--- config.mk ---
export PLATFORM = sky130hd
export DESIGN_NAME = subtract_from_accumulator_alu
export DESIGN_NICKNAME = d
export VERILOG_FILES = /design/src/include/sub_alu_pkg.sv /design/src/hdl/sub_core.sv /design/src/hdl/subtract_from_accumulator_alu.sv
export SDC_FILE = /design/constraint.sdc
export NUM_CORES = 1
export LEC_CHECK = 0
export BUFFER_PORTS_ARGS = -buffer_cell sky130_fd_sc_hd__buf_2
export CAP_MARGIN = 20
export CORE_MARGIN = 2
export CORE_UTILIZATION = 45
export CTS_CLUSTER_DIAMETER = 150
export DETAILED_ROUTE_END_ITERATION = 16
export GPL_TIMING_DRIVEN = 0
export PLACE_DENSITY = 0.73
export SYNTH_ARGS = -nofsm -noshare
export SYNTH_HDL_FRONTEND = slang
export SYNTH_SLANG_ARGS = --single-unit
--- constraint.sdc ---
create_clock -name mclk_i -period 6.67 [get_ports mclk_i]
set_input_delay 0 -clock mclk_i [delete_from_list [all_inputs] [get_ports mclk_i]]
set_output_delay 0 -clock mclk_i [all_outputs]
set_load 0.02 [all_outputs]
--- src/include/sub_alu_pkg.sv ---
package sub_alu_pkg;
    // ------------------------------------------------------------
    // Widths and address map
    // ------------------------------------------------------------
    localparam int DATA_W = 8;
    localparam int ADDR_W = 12;
    localparam int BANK_W = 4;
    localparam logic [7:0] INDEXED_LIMIT = 8'h5f;
    localparam logic [7:0] ACCESS_SPLIT = 8'h60;
    localparam logic [BANK_W-1:0] ACCESS_LOW_BANK = 4'h0;
    localparam logic [BANK_W-1:0] ACCESS_HIGH_BANK = 4'hf;
    // ------------------------------------------------------------
    // Reset values
    // ------------------------------------------------------------
    localparam logic [7:0] ACC_RESET = 8'h00;
    localparam logic [4:0] FLAGS_RESET = 5'h00;
    // ------------------------------------------------------------
    // Flag positions: negative, overflow, zero, digit carry, carry
    // ------------------------------------------------------------
    localparam int FLAG_C = 0;
    localparam int FLAG_DC = 1;
    localparam int FLAG_Z = 2;
    localparam int FLAG_OV = 3;
    localparam int FLAG_N = 4;
    typedef enum logic [1:0] {
        OP_NONE,
        OP_SUB_LITERAL,
        OP_SUB_REGISTER
    } sub_op_type;
endpackage : sub_alu_pkg

--- src/hdl/sub_core.sv ---
`timescale 1ns/10ps
// Two's complement subtract a - b with status flags
module sub_core
    import sub_alu_pkg::*;
(
    input wire logic [7:0] minuend_i,
    input wire logic [7:0] subtrahend_i,
    output logic [7:0] diff_o,
    output logic [4:0] flags_o
);
    // ------------------------------------------------------------
    // Add inverted subtrahend plus one; carry set means no borrow
    // ------------------------------------------------------------
    wire logic [8:0] full_sum;
    wire logic [4:0] nib_sum;
    assign full_sum = {1'b0, minuend_i} + {1'b0, ~subtrahend_i} + 9'h001;
    assign nib_sum = {1'b0, minuend_i[3:0]} + {1'b0, ~subtrahend_i[3:0]} + 5'h01;
    assign diff_o = full_sum[7:0];
    assign flags_o[FLAG_C] = full_sum[8];
    assign flags_o[FLAG_DC] = nib_sum[4];
    assign flags_o[FLAG_Z] = (full_sum[7:0] == 8'h00);
    assign flags_o[FLAG_OV] = (minuend_i[7] != subtrahend_i[7]) &&
                              (full_sum[7] != minuend_i[7]);
    assign flags_o[FLAG_N] = full_sum[7];
endmodule : sub_core

--- src/hdl/subtract_from_accumulator_alu.sv ---
`timescale 1ns/10ps
module subtract_from_accumulator_alu
    import sub_alu_pkg::*;
(
    input wire logic mclk_i,
    input wire logic reset_n_i,
    input wire logic issue_i,
    input wire logic sel_register_i,
    input wire logic [7:0] literal_i,
    input wire logic [7:0] reg_addr_i,
    input wire logic dest_reg_i,
    input wire logic bank_mode_i,
    input wire logic extended_en_i,
    input wire logic [BANK_W-1:0] bank_pointer_reg_i,
    input wire logic [ADDR_W-1:0] index_base_i,
    input wire logic [7:0] reg_rdata_i,
    output logic [ADDR_W-1:0] reg_addr_o,
    output logic [7:0] reg_wdata_o,
    output logic reg_we_o,
    output logic [7:0] acc_o,
    output logic [4:0] flags_o,
    output logic done_o
);
    // ------------------------------------------------------------
    // Operand address forming
    // ------------------------------------------------------------
    wire logic indexed_mode;
    wire logic [ADDR_W-1:0] indexed_addr;
    wire logic [ADDR_W-1:0] access_addr;
    wire logic [ADDR_W-1:0] banked_addr;
    wire logic [ADDR_W-1:0] operand_addr;
    assign indexed_mode = extended_en_i && !bank_mode_i && (reg_addr_i <= INDEXED_LIMIT);
    // Base plus offset wraps at 12 bits; keeping the base in range is up to the program
    assign indexed_addr = index_base_i + {4'h0, reg_addr_i};
    // Low part of direct bank maps to bank 0, upper part to the top bank
    assign access_addr = (reg_addr_i < ACCESS_SPLIT) ? {ACCESS_LOW_BANK, reg_addr_i}
                                                     : {ACCESS_HIGH_BANK, reg_addr_i};
    assign banked_addr = {bank_pointer_reg_i, reg_addr_i};
    // Indexed mode wins; with bank bit 1 it can never be active
    assign operand_addr = indexed_mode ? indexed_addr :
                          (bank_mode_i ? banked_addr : access_addr);

    // ------------------------------------------------------------
    // Two-cycle sequence: address out, then read data back and write
    // ------------------------------------------------------------
    logic pending_reg;
    logic pend_dest_reg;
    logic [ADDR_W-1:0] pend_addr_reg;
    logic [7:0] acc_reg;
    logic [4:0] flags_reg;
    logic [7:0] wdata_reg;
    logic we_reg;
    logic done_reg;
    wire logic [7:0] minuend;
    wire logic [7:0] diff;
    wire logic [4:0] diff_flags;
    wire logic literal_go;
    wire logic register_go;
    // Register data is taken only in the second cycle, after the address settled
    assign minuend = pending_reg ? reg_rdata_i : literal_i;
    assign literal_go = issue_i && !sel_register_i && !pending_reg;
    assign register_go = issue_i && sel_register_i && !pending_reg;

    sub_core u_sub_core (
        .minuend_i(minuend),
        .subtrahend_i(acc_reg),
        .diff_o(diff),
        .flags_o(diff_flags)
    );

    // Request capture; issues while busy are ignored
    always_ff @(posedge mclk_i or negedge reset_n_i) begin
        if (!reset_n_i) begin
            pending_reg <= 1'b0;
            pend_dest_reg <= 1'b0;
            pend_addr_reg <= '0;
        end else begin
            pending_reg <= register_go;
            if (register_go) begin
                pend_dest_reg <= dest_reg_i;
                pend_addr_reg <= operand_addr;
            end
        end
    end

    // Result write: accumulator or register, flags always
    always_ff @(posedge mclk_i or negedge reset_n_i) begin
        if (!reset_n_i) begin
            acc_reg <= ACC_RESET;
            flags_reg <= FLAGS_RESET;
            wdata_reg <= 8'h00;
            we_reg <= 1'b0;
            done_reg <= 1'b0;
        end else begin
            // Write strobe pulses for one cycle, done stays high across back-to-back literals; both rebuilt every edge
            we_reg <= pending_reg && pend_dest_reg;
            done_reg <= literal_go || pending_reg;
            // Flags follow both instructions, whatever the destination
            if (literal_go || pending_reg) begin
                flags_reg <= diff_flags;
            end
            if (literal_go || (pending_reg && !pend_dest_reg)) begin
                acc_reg <= diff;
            end
            if (pending_reg && pend_dest_reg) begin
                wdata_reg <= diff;
            end
        end
    end

    // ------------------------------------------------------------
    // Outputs, each taken straight from a register
    // ------------------------------------------------------------
    assign reg_addr_o = pend_addr_reg;
    assign reg_wdata_o = wdata_reg;
    assign reg_we_o = we_reg;
    assign acc_o = acc_reg;
    assign flags_o = flags_reg;
    assign done_o = done_reg;
endmodule : subtract_from_accumulator_alu

# Yosys cells after proc, flatten, opt, wreduce, memory -nomap -nowiden
# Cells that the tools add are included.
# word_totals
register_bits,37
input_bits,47
out_inout_bits,35
word_cells,39
# classes
reduce_logical,16
muxes,4
add_sub_neg,5
bitwise,2
eq_ne,2
n_lt_le_gt_ge,2
# op_table
operator,n
$mux W12,3
$add A12 B8 Y12,1
$add A8 B8 Y9,1
$add A9 B1 Y9 const B,1
$logic_and A1 B1 Y1,9
$le A8 B7 Y1 const B,1
$logic_not A8 Y1,1
$lt A8 B7 Y1 const B,1
$mux W8,1
$not A8 Y8,1
$add A4 B4 Y5,1
$add A5 B1 Y5 const B,1
$logic_not A1 Y1,4
$not A4 Y4,1
$logic_or A1 B1 Y1,2
$ne A1 B1 Y1,2

# Longest topological paths before layout
# Gate-level depths: netlist (run 1).
# depth
ltp_word,5
mapped_depth,11
ltp_nobuf,10

# Hierarchy
# Synthesis (run 1) repeated with hierarchy kept, for this count alone.
# unflattened
hier_cells,234
area_unflattened_um2,2436.1
# by_module_without_submodules
module,cells_per_inst,n_inst,area_per_inst_um2,seq_area_each_um2
subtract_from_accumulator_alu,179,1,2023.2,925.9
sub_core,55,1,412.9,0.0

# Worst setup path before layout (run 1)
# No wires, ideal clock.
# synth_path
path_kind,register -> register
startpoint,register pending_reg
endpoint,register flags_reg[4] (netlist: flags_o[4])
period_less_slack_ps,2821
required_time_ps,6545
t_arrival_ps,2696
slack_ps,3849
path_buffers,1
setup_time_ps,125
stages_incl_launch_ff,10
cell_sequence,dfrtp_1 -> clkbuf_1 -> mux2_2 -> ha_1 -> nor2b_1 -> o31a_1 -> or4_4 -> a31oi_4 -> xnor2_1 -> mux2_2
# synth_via
elab_chain_cells,3
word_cells_on_any_way,6
classes_between,2 x add/sub; 1 x mux; 3 x reduce/logical
# synth_rtl
element,line,source
"start, declared",subtract_from_accumulator_alu.sv:46,logic pending_reg;
"start signal, assigned",subtract_from_accumulator_alu.sv:78,pending_reg <= register_go;
$mux W8 or $logic_not A1 Y1 (tied branches),"subtract_from_accumulator_alu.sv:60, subtract_from_accumulator_alu.sv:61",
$add A8 B8 Y9 or $logic_and A1 B1 Y1 (tied branches),"sub_core.sv:16, subtract_from_accumulator_alu.sv:61",
$add A9 B1 Y9 or $logic_or A1 B1 Y1 (tied branches),"sub_core.sv:16, subtract_from_accumulator_alu.sv:99",
"end signal, assigned",subtract_from_accumulator_alu.sv:100,flags_reg <= diff_flags;
"end, declared",subtract_from_accumulator_alu.sv:50,logic [4:0] flags_reg;
# Several ways; a longest one is shown, not always the timed one.
# A chain may end at the register's enable or synchronous reset.

# Final worst setup path (run 1)
# layout_path
startpoint,register pending_reg
endpoint,register flags_reg[2] (netlist: flags_o[2])
# layout_via
elab_chain_cells,4
word_cells_on_any_way,7
classes_between,2 x add/sub; 1 x mux; 4 x reduce/logical
# layout_rtl
element,line,source
$mux W8,subtract_from_accumulator_alu.sv:60,assign minuend = pending_reg ? reg_rdata_i : literal_i;
$add A8 B8 Y9,sub_core.sv:16,"assign full_sum = {1'b0, minuend_i} + {1'b0, ~subtrahend_i} + 9'h001;"
$add A9 B1 Y9,sub_core.sv:16,
$logic_not A8 Y1,sub_core.sv:21,assign flags_o[FLAG_Z] = (full_sum[7:0] == 8'h00);
# Several ways; a longest one is shown, not always the timed one.

==> impl_metrics.json, run 1 <==
{
  "run_status": "finished, final reports clean",
  "clk_pin_slew_ns": 0.07,
  "final_util_pct": 59.5,
  "drt_drc_violations_left": 0,
  "hold_class": "primary input to flop",
  "depth_of_the_worst_register_to_register_path": 11,
  "grt_pass1_wl_mm": 9.59,
  "post_synthesis_cells": 259,
  "power.static_leakage_nw": 1.49,
  "worst-path-max-fanout": 10,
  "synth_seq_area_share_pct": 38.8,
  "asyncSetResetFlopFracSynth_pct": 100,
  "timing.critical_path.cells": "clkbuf_1, mux2i_1, ha_1, inv_1, fa_1, a21oi_1, nor2b_1, a311oi_1, xor2_1, nor4b_1, a32o_1",
  "cap_violations": 0,
  "htreeDepth": 2,
  "worstPathBufferInverterCount": 2,
  "min_period_over_period_pct": 49.8,
  "rr_startpoint": "pending_reg",
  "root_buffer": "sky130_fd_sc_hd__clkbuf_8",
  "rsz0062_at_grt": "no",
  "detail_route.iter0.violations": 111,
  "post_synth_most_frequent_cells": "sky130_fd_sc_hd__dfrtp_1, sky130_fd_sc_hd__nand2_1, sky130_fd_sc_hd__a21oi_1",
  "final_antenna_net_count": 0,
  "detail_route.vias_per_cell": 5.14,
  "power-per-cell-area_nw_per_um2": 359,
  "yosys.area_share.xor_xnor_pct": 3.67,
  "timing.critical_path.max_delay_family": "compound AO/OA/AOI/OAI gates",
  "synth_top_area_share_pct": 38.8,
  "tritoncts": "built",
  "ys_seq_elements": 37,
  "power.total_mw": 1.09,
  "worst_r2r_endpoint": "flags_o[2]",
  "drive_above_1_share_pct": 31.3,
  "design.die.area_um2": 5910,
  "first_pass_iters": 4,
  "setup_total_negative_slack_ns": 0,
  "synthesis.nets": 325,
  "final_hold_viol_count": 0,
  "critPathCapture": "flags_o[2]",
  "synth.distinct_cells": 44,
  "post_cts_resized": 0,
  "required_time_of_the_critical_path_ns": 6.89,
  "irDropWorstVdd_v": 0.000149,
  "number_of_endpoints_failing_setup_at_the_final_stage": 0,
  "floorplan.rows": 26,
  "worstSkewPairLatency_ns": 0.28,
  "critPathKind": "flop to flop",
  "worst_slack_ns": 3.35,
  "critical_path.startpoint": "pending_reg",
  "crit_arrival_ns": 3.55,
  "cts_num_sinks": 37,
  "top_level_ports": 82,
  "synth_ff_type": "sky130_fd_sc_hd__dfrtp_1",
  "end_kind": "flop",
  "number_of_enable_flip_flop_cells_after_synthesis": 0,
  "num-fill-cells": 469,
  "netlist_top_cells_area": "sky130_fd_sc_hd__dfrtp_1, sky130_fd_sc_hd__ha_1, sky130_fd_sc_hd__mux2_2",
  "multi_input_area_um2": 1360,
  "dieHeight_um": 76.9,
  "wire_per_inst_um": 13.5,
  "vias_in_the_first_global_route": 2097,
  "tritoncts.num_buffers": 5,
  "yosys.area.top_type": "sky130_fd_sc_hd__dfrtp_1",
  "nNetsFinal": 417,
  "post_synth_fa_ha_maj_area_fraction_pct": 10.6,
  "layout.area.seq_um2": 926,
  "antenna_cells": 0,
  "cts.hold.buffers_added": 4,
  "portBuffers": 81,
  "post_synth_and_or_nand_nor_area_fraction_pct": 17.8,
  "whs_ns": 0.0230,
  "ff2ff_setup_slack_ns": 3.35,
  "muxShareOfSynthArea_pct": 9.69,
  "core_area_um2": 5110,
  "dominant_combinational_cell_family_by_area_after_synthesis": "simple AND/OR/NAND/NOR gates",
  "gr-usage-all-layers_pct": 20.2,
  "worst_path_max_delay_cell": "sky130_fd_sc_hd__clkbuf_1",
  "max_slew.worst_pin.slew_ns": 0.839,
  "synth_area_um2": 2390,
  "number_of_antenna_violations_at_the_first_check_in_global_routing": 0,
  "fin_worst_skew_ns": 0.00627,
  "synth.most_common_cell": "sky130_fd_sc_hd__dfrtp_1",
  "number_of_flip_flops_under_the_largest_register_name": 12,
  "dp_hpwl_mm": 4.47,
  "yosysWarningCount": 0,
  "cts_setup_buffers": 0,
  "grt_overflow": 0,
  "cts_buffer_depth": 2,
  "path_depth": 11,
  "num_vias": 2168,
  "drv_slew": 0,
  "max_stage_delay_ns": 0.52,
  "wirelength_mm": 5.71,
  "place_worst_setup_slack_ns": 3.34,
  "gp_congestion": 0.906,
  "synthToLayoutAreaGrowth_pct": 27.2,
  "finalCriticalPeriod_ns": 3.32,
  "die_x_um": 76.9,
  "timing.max_slew.rel_slack_pct": 44.1,
  "timing.fmax_mhz": 301,
  "grt_max_degree": 38,
  "start_util_pct": 46.8,
  "synth_compound_gate_area_share_pct": 15.4,
  "syn_avg_cell_area_um2": 9.22,
  "critPathLaunchType": "flop"
}
[routing by layer]
metal | wire length, um | vias to the layer above | GRT usage (%)
li1 | - | 1093 | -
met1 | 2560 | 993 | 25.7
met2 | 2830 | 80 | 35.4
met3 | 293 | 2 | 3.18
met4 | 34 | 0 | 6.00
met5 | 0 | - | 0
[stage by stage]
| stage | instances | area (um^2) |
|---|---|---|
| 3_5_place_dp | 410 | 2880 |
| 3_3_place_gp | 410 | 2880 |
| 5_1_grt | 422 | 3040 |
| 4_1_cts | 422 | 3040 |
| 2_1_floorplan | 259 | 2390 |
| 6_report | 422 | 3040 |
[power by group]
| part | internal, mW | switching, mW |
|---|---|---|
| logic | 0.224 | 0.323 |
| registers | 0.300 | 0.0430 |
| clock network | 0.122 | 0.0779 |
[placed cells by master, fill, tap and decap left out, drive strengths merged, types with 3 or more instances in the layout]
master,n
o21a,3
mux2,17
nor3,8
a31oi,5
dlygate4sd3,4
ha,17
xnor2,6
o21ai,17
inv,17
nand2,33
xor2,4
and3,4
nand2b,3
nor2b,10
mux2i,4
nand3,4
dfrtp,37
a21oi,19
buf,82
clkbuf,14
nor2,16
[logic make-up (layout without fill, tap and decap cells)]
family                     after synthesis  in the layout
and+or+nand+nor                         88             88
AOI/OAI and AO/OA                       58             58
DFF                                     37             37
buffers and inverters                   26            119
muxes                                   21             21
adders and majority gates               19             19
xor gates and xnor gates                10             10
[cell type report]
type,instances,share of cell area [%]
plain buffers,8,1.03
clock buffers,7,2.84
clock inverters,1,0.988
inverters,18,2.22
multi-input cells,196,44.9
flip-flops and latches,37,30.5
well taps,70,2.88
repair buffers,85,14.7
[tightest hold or removal path: cells and delay by family]
family / cells / cell delay, ns
simple gates: 1 / 0.07
buf+inv: 1 / 0.10
compound gates: 1 / 0.09
[worst min path at each step]
stage                                start        endpoint  slack, ns  cells after the start
after floorplan                  reset_n_i        acc_o[0]      -0.30                      0
after global placement           reset_n_i        acc_o[2]       0.15                      1
after detailed placement         reset_n_i        acc_o[0]       0.15                      1
after CTS                 index_base_i[11]  reg_addr_o[11]       0.01                      3
after global routing      index_base_i[10]  reg_addr_o[10]       0.05                      3
final                     index_base_i[11]  reg_addr_o[11]       0.02                      3
(Power assumes the default switching activity.)
==> run 2: changes to the inputs <==
- PLACE_DENSITY: 0.73 -> 0.76
- clock period: 6.67 -> 3 ns (I/O delays scaled with it)
==> impl_metrics.json, run 2 (synthesis results as in run 1) <==
{
  "commonest_non_fill_non_tap_cell_in_the_layout": "sky130_fd_sc_hd__buf_2",
  "place_worst_setup_slack_ns": -0.270,
  "hold_class": "primary input to flop",
  "grt_overflow": 0,
  "grt_max_degree": 38,
  "number_of_antenna_violations_at_the_first_check_in_global_routing": 0,
  "portBuffers": 81,
  "critical-path-top-cell-by-count": "sky130_fd_sc_hd__mux2_2",
  "worst_slack_ns": 0.170,
  "dp_hpwl_mm": 4.29,
  "tritoncts.num_buffers": 5,
  "timing.critical_path.cells": "buf_4, mux2_2, ha_1, o21a_1, o31a_1, or4_4, a31oi_4, xnor2_1, mux2_2",
  "root_buffer": "sky130_fd_sc_hd__clkbuf_8",
  "placed_cell_area_um2": 2880,
  "gr-usage-all-layers_pct": 19.4,
  "fin_worst_skew_ns": 0.00582,
  "gp_congestion": 0.897,
  "worst-path-max-fanout": 9,
  "cts_buffer_depth": 2,
  "netSwitchingPower_uw": 998,
  "power.static_leakage_nw": 1.50,
  "power.sequential.fraction_pct": 31.4,
  "irDropWorstVdd_v": 0.000407,
  "htreeDepth": 2,
  "design.die.area_um2": 5910,
  "multi_input_area_um2": 1370,
  "number_of_flip_flops_under_the_largest_register_name": 12,
  "num-fill-cells": 468,
  "worst_min_delay_path_endpoint": "reg_addr_o[11]",
  "rr_startpoint": "pending_reg",
  "max_stage_delay_ns": 0.50,
  "wire_per_inst_um": 13.1,
  "cell_internal_pwr_mw": 1.44,
  "tritoncts": "built",
  "die_x_um": 76.9,
  "critPathKind": "flop to flop",
  "drt_drc_violations_left": 0,
  "layout.area.seq_um2": 927,
  "run_status": "finished, final reports clean",
  "rsz0062_at_grt": "no",
  "sw_frac_of_total_pct": 40.9,
  "number_of_endpoints_failing_setup_at_the_final_stage": 0,
  "crit_arrival_ns": 3.00,
  "worstSkewPairLatency_ns": 0.29,
  "top_level_ports": 82,
  "floorplan.rows": 26,
  "ff2ff_setup_slack_ns": 0.17,
  "worst_r2r_endpoint": "acc_o[7]",
  "required_time_of_the_critical_path_ns": 3.17,
  "timing.fmax_mhz": 353,
  "post-route-cell-area_um2": 3060,
  "timing.critical_path.max_delay_family": "multiplexers",
  "whs_ns": 0.0200,
  "clk_pin_slew_ns": 0.08,
  "cap_violations": 0,
  "synthToLayoutAreaGrowth_pct": 28.3,
  "core_area_um2": 5110,
  "hold_depth": 3,
  "detail_route.iter0.violations": 100,
  "drive_above_1_share_pct": 32.5,
  "finalCriticalPeriod_ns": 2.83,
  "first_pass_iters": 4,
  "depth_of_the_worst_register_to_register_path": 9,
  "min_period_over_period_pct": 94.3,
  "critPathLaunchType": "flop",
  "worstPathBufferInverterCount": 1,
  "max_slew.worst_pin.slew_ns": 0.820,
  "setup_total_negative_slack_ns": 0,
  "worst_path_max_delay_cell": "sky130_fd_sc_hd__dfrtp_2",
  "power-per-cell-area_nw_per_um2": 797,
  "nNetsFinal": 419,
  "final_antenna_net_count": 0,
  "drv_slew": 0,
  "power.share.combinational_pct": 50.1,
  "cts_num_sinks": 37,
  "start_util_pct": 46.8,
  "vias_in_the_first_global_route": 2100,
  "final_hold_viol_count": 0,
  "timing.max_slew.rel_slack_pct": 45.3,
  "num_vias": 2194,
  "grt_pass1_wl_mm": 9.35,
  "power_frac_clock_pct": 18.5,
  "antenna_cells": 0,
  "wirelength_mm": 5.55,
  "end_kind": "flop",
  "detail_route.vias_per_cell": 5.17,
  "dieHeight_um": 76.9,
  "worstHoldStart": "index_base_i[11]",
  "layout_common_cells": "sky130_fd_sc_hd__buf_2, sky130_fd_sc_hd__dfrtp_1, sky130_fd_sc_hd__nand2_1"
}
-- run 2: worst max path at each step --
stage          depth (start not counted)   startpoint  slack [ns]          to
3_5_place_dp                          11  pending_reg       -0.27  flags_o[2]
3_3_place_gp                          11  pending_reg       -0.21  flags_o[2]
5_1_grt                               10  pending_reg        0.03  flags_o[2]
6_report                               9  pending_reg        0.17    acc_o[7]
2_1_floorplan                          9  pending_reg        0.18  flags_o[4]
4_1_cts                               10  pending_reg        0.06  flags_o[2]
-- run 2: per-stage QoR --
step / util [%] / cells / power, mW
floorplan: - / 259 / 1.61
global placement: 56.4 / 410 / 1.94
detailed placement: 56.4 / 410 / 1.97
CTS: 59.4 / 421 / 2.44
global route: 60.0 / 424 / 2.60
finish: 60.0 / 424 / 2.44
-- run 2: area by class of cell --
cell class / count / area share [%]
clock inverters: 1 / 0.980
plain buffers: 7 / 0.898
flip-flops and latches: 37 / 30.3
repair buffers: 88 / 15.3
inverters: 18 / 2.20
well taps: 70 / 2.86
multi-input cells: 196 / 44.7
clock buffers: 7 / 2.82
-- run 2: per-layer routing --
layer | global-route usage [%] | wire length [um] | up-vias
met4 | 8.00 | 121 | 0
met5 | 0 | 0 | -
li1 | - | - | 1105
met2 | 32.8 | 2630 | 93
met1 | 24.0 | 2430 | 983
met3 | 4.24 | 377 | 13
-- run 2: worst reg2reg max path, delay by kind of cell, from the launching register on --
kind	cells	cell delay (ns)
fa+ha+maj	1	0.32
flops	1	0.50
mux	2	0.60
simple gates	1	0.44
compound gates	3	0.56
xor+xnor	1	0.13
buf+inv	1	0.16
-- run 2: timing repair --
action,in CTS,in global routing
resized for setup,1,1
buffers inserted,0,3
hold buffers,4,0
endpoints found under the setup margin,5,1
hold endpoints to repair,40,0
-- run 2: power groups by stage --
stage | Combinational, mW | Sequential (mW) | Clock (mW)
5_1_grt | 1.33 | 0.791 | 0.479
3_3_place_gp | 1.17 | 0.771 | 0
4_1_cts | 1.21 | 0.767 | 0.458
3_5_place_dp | 1.20 | 0.771 | 0
6_report | 1.22 | 0.767 | 0.451
2_1_floorplan | 0.644 | 0.970 | 0
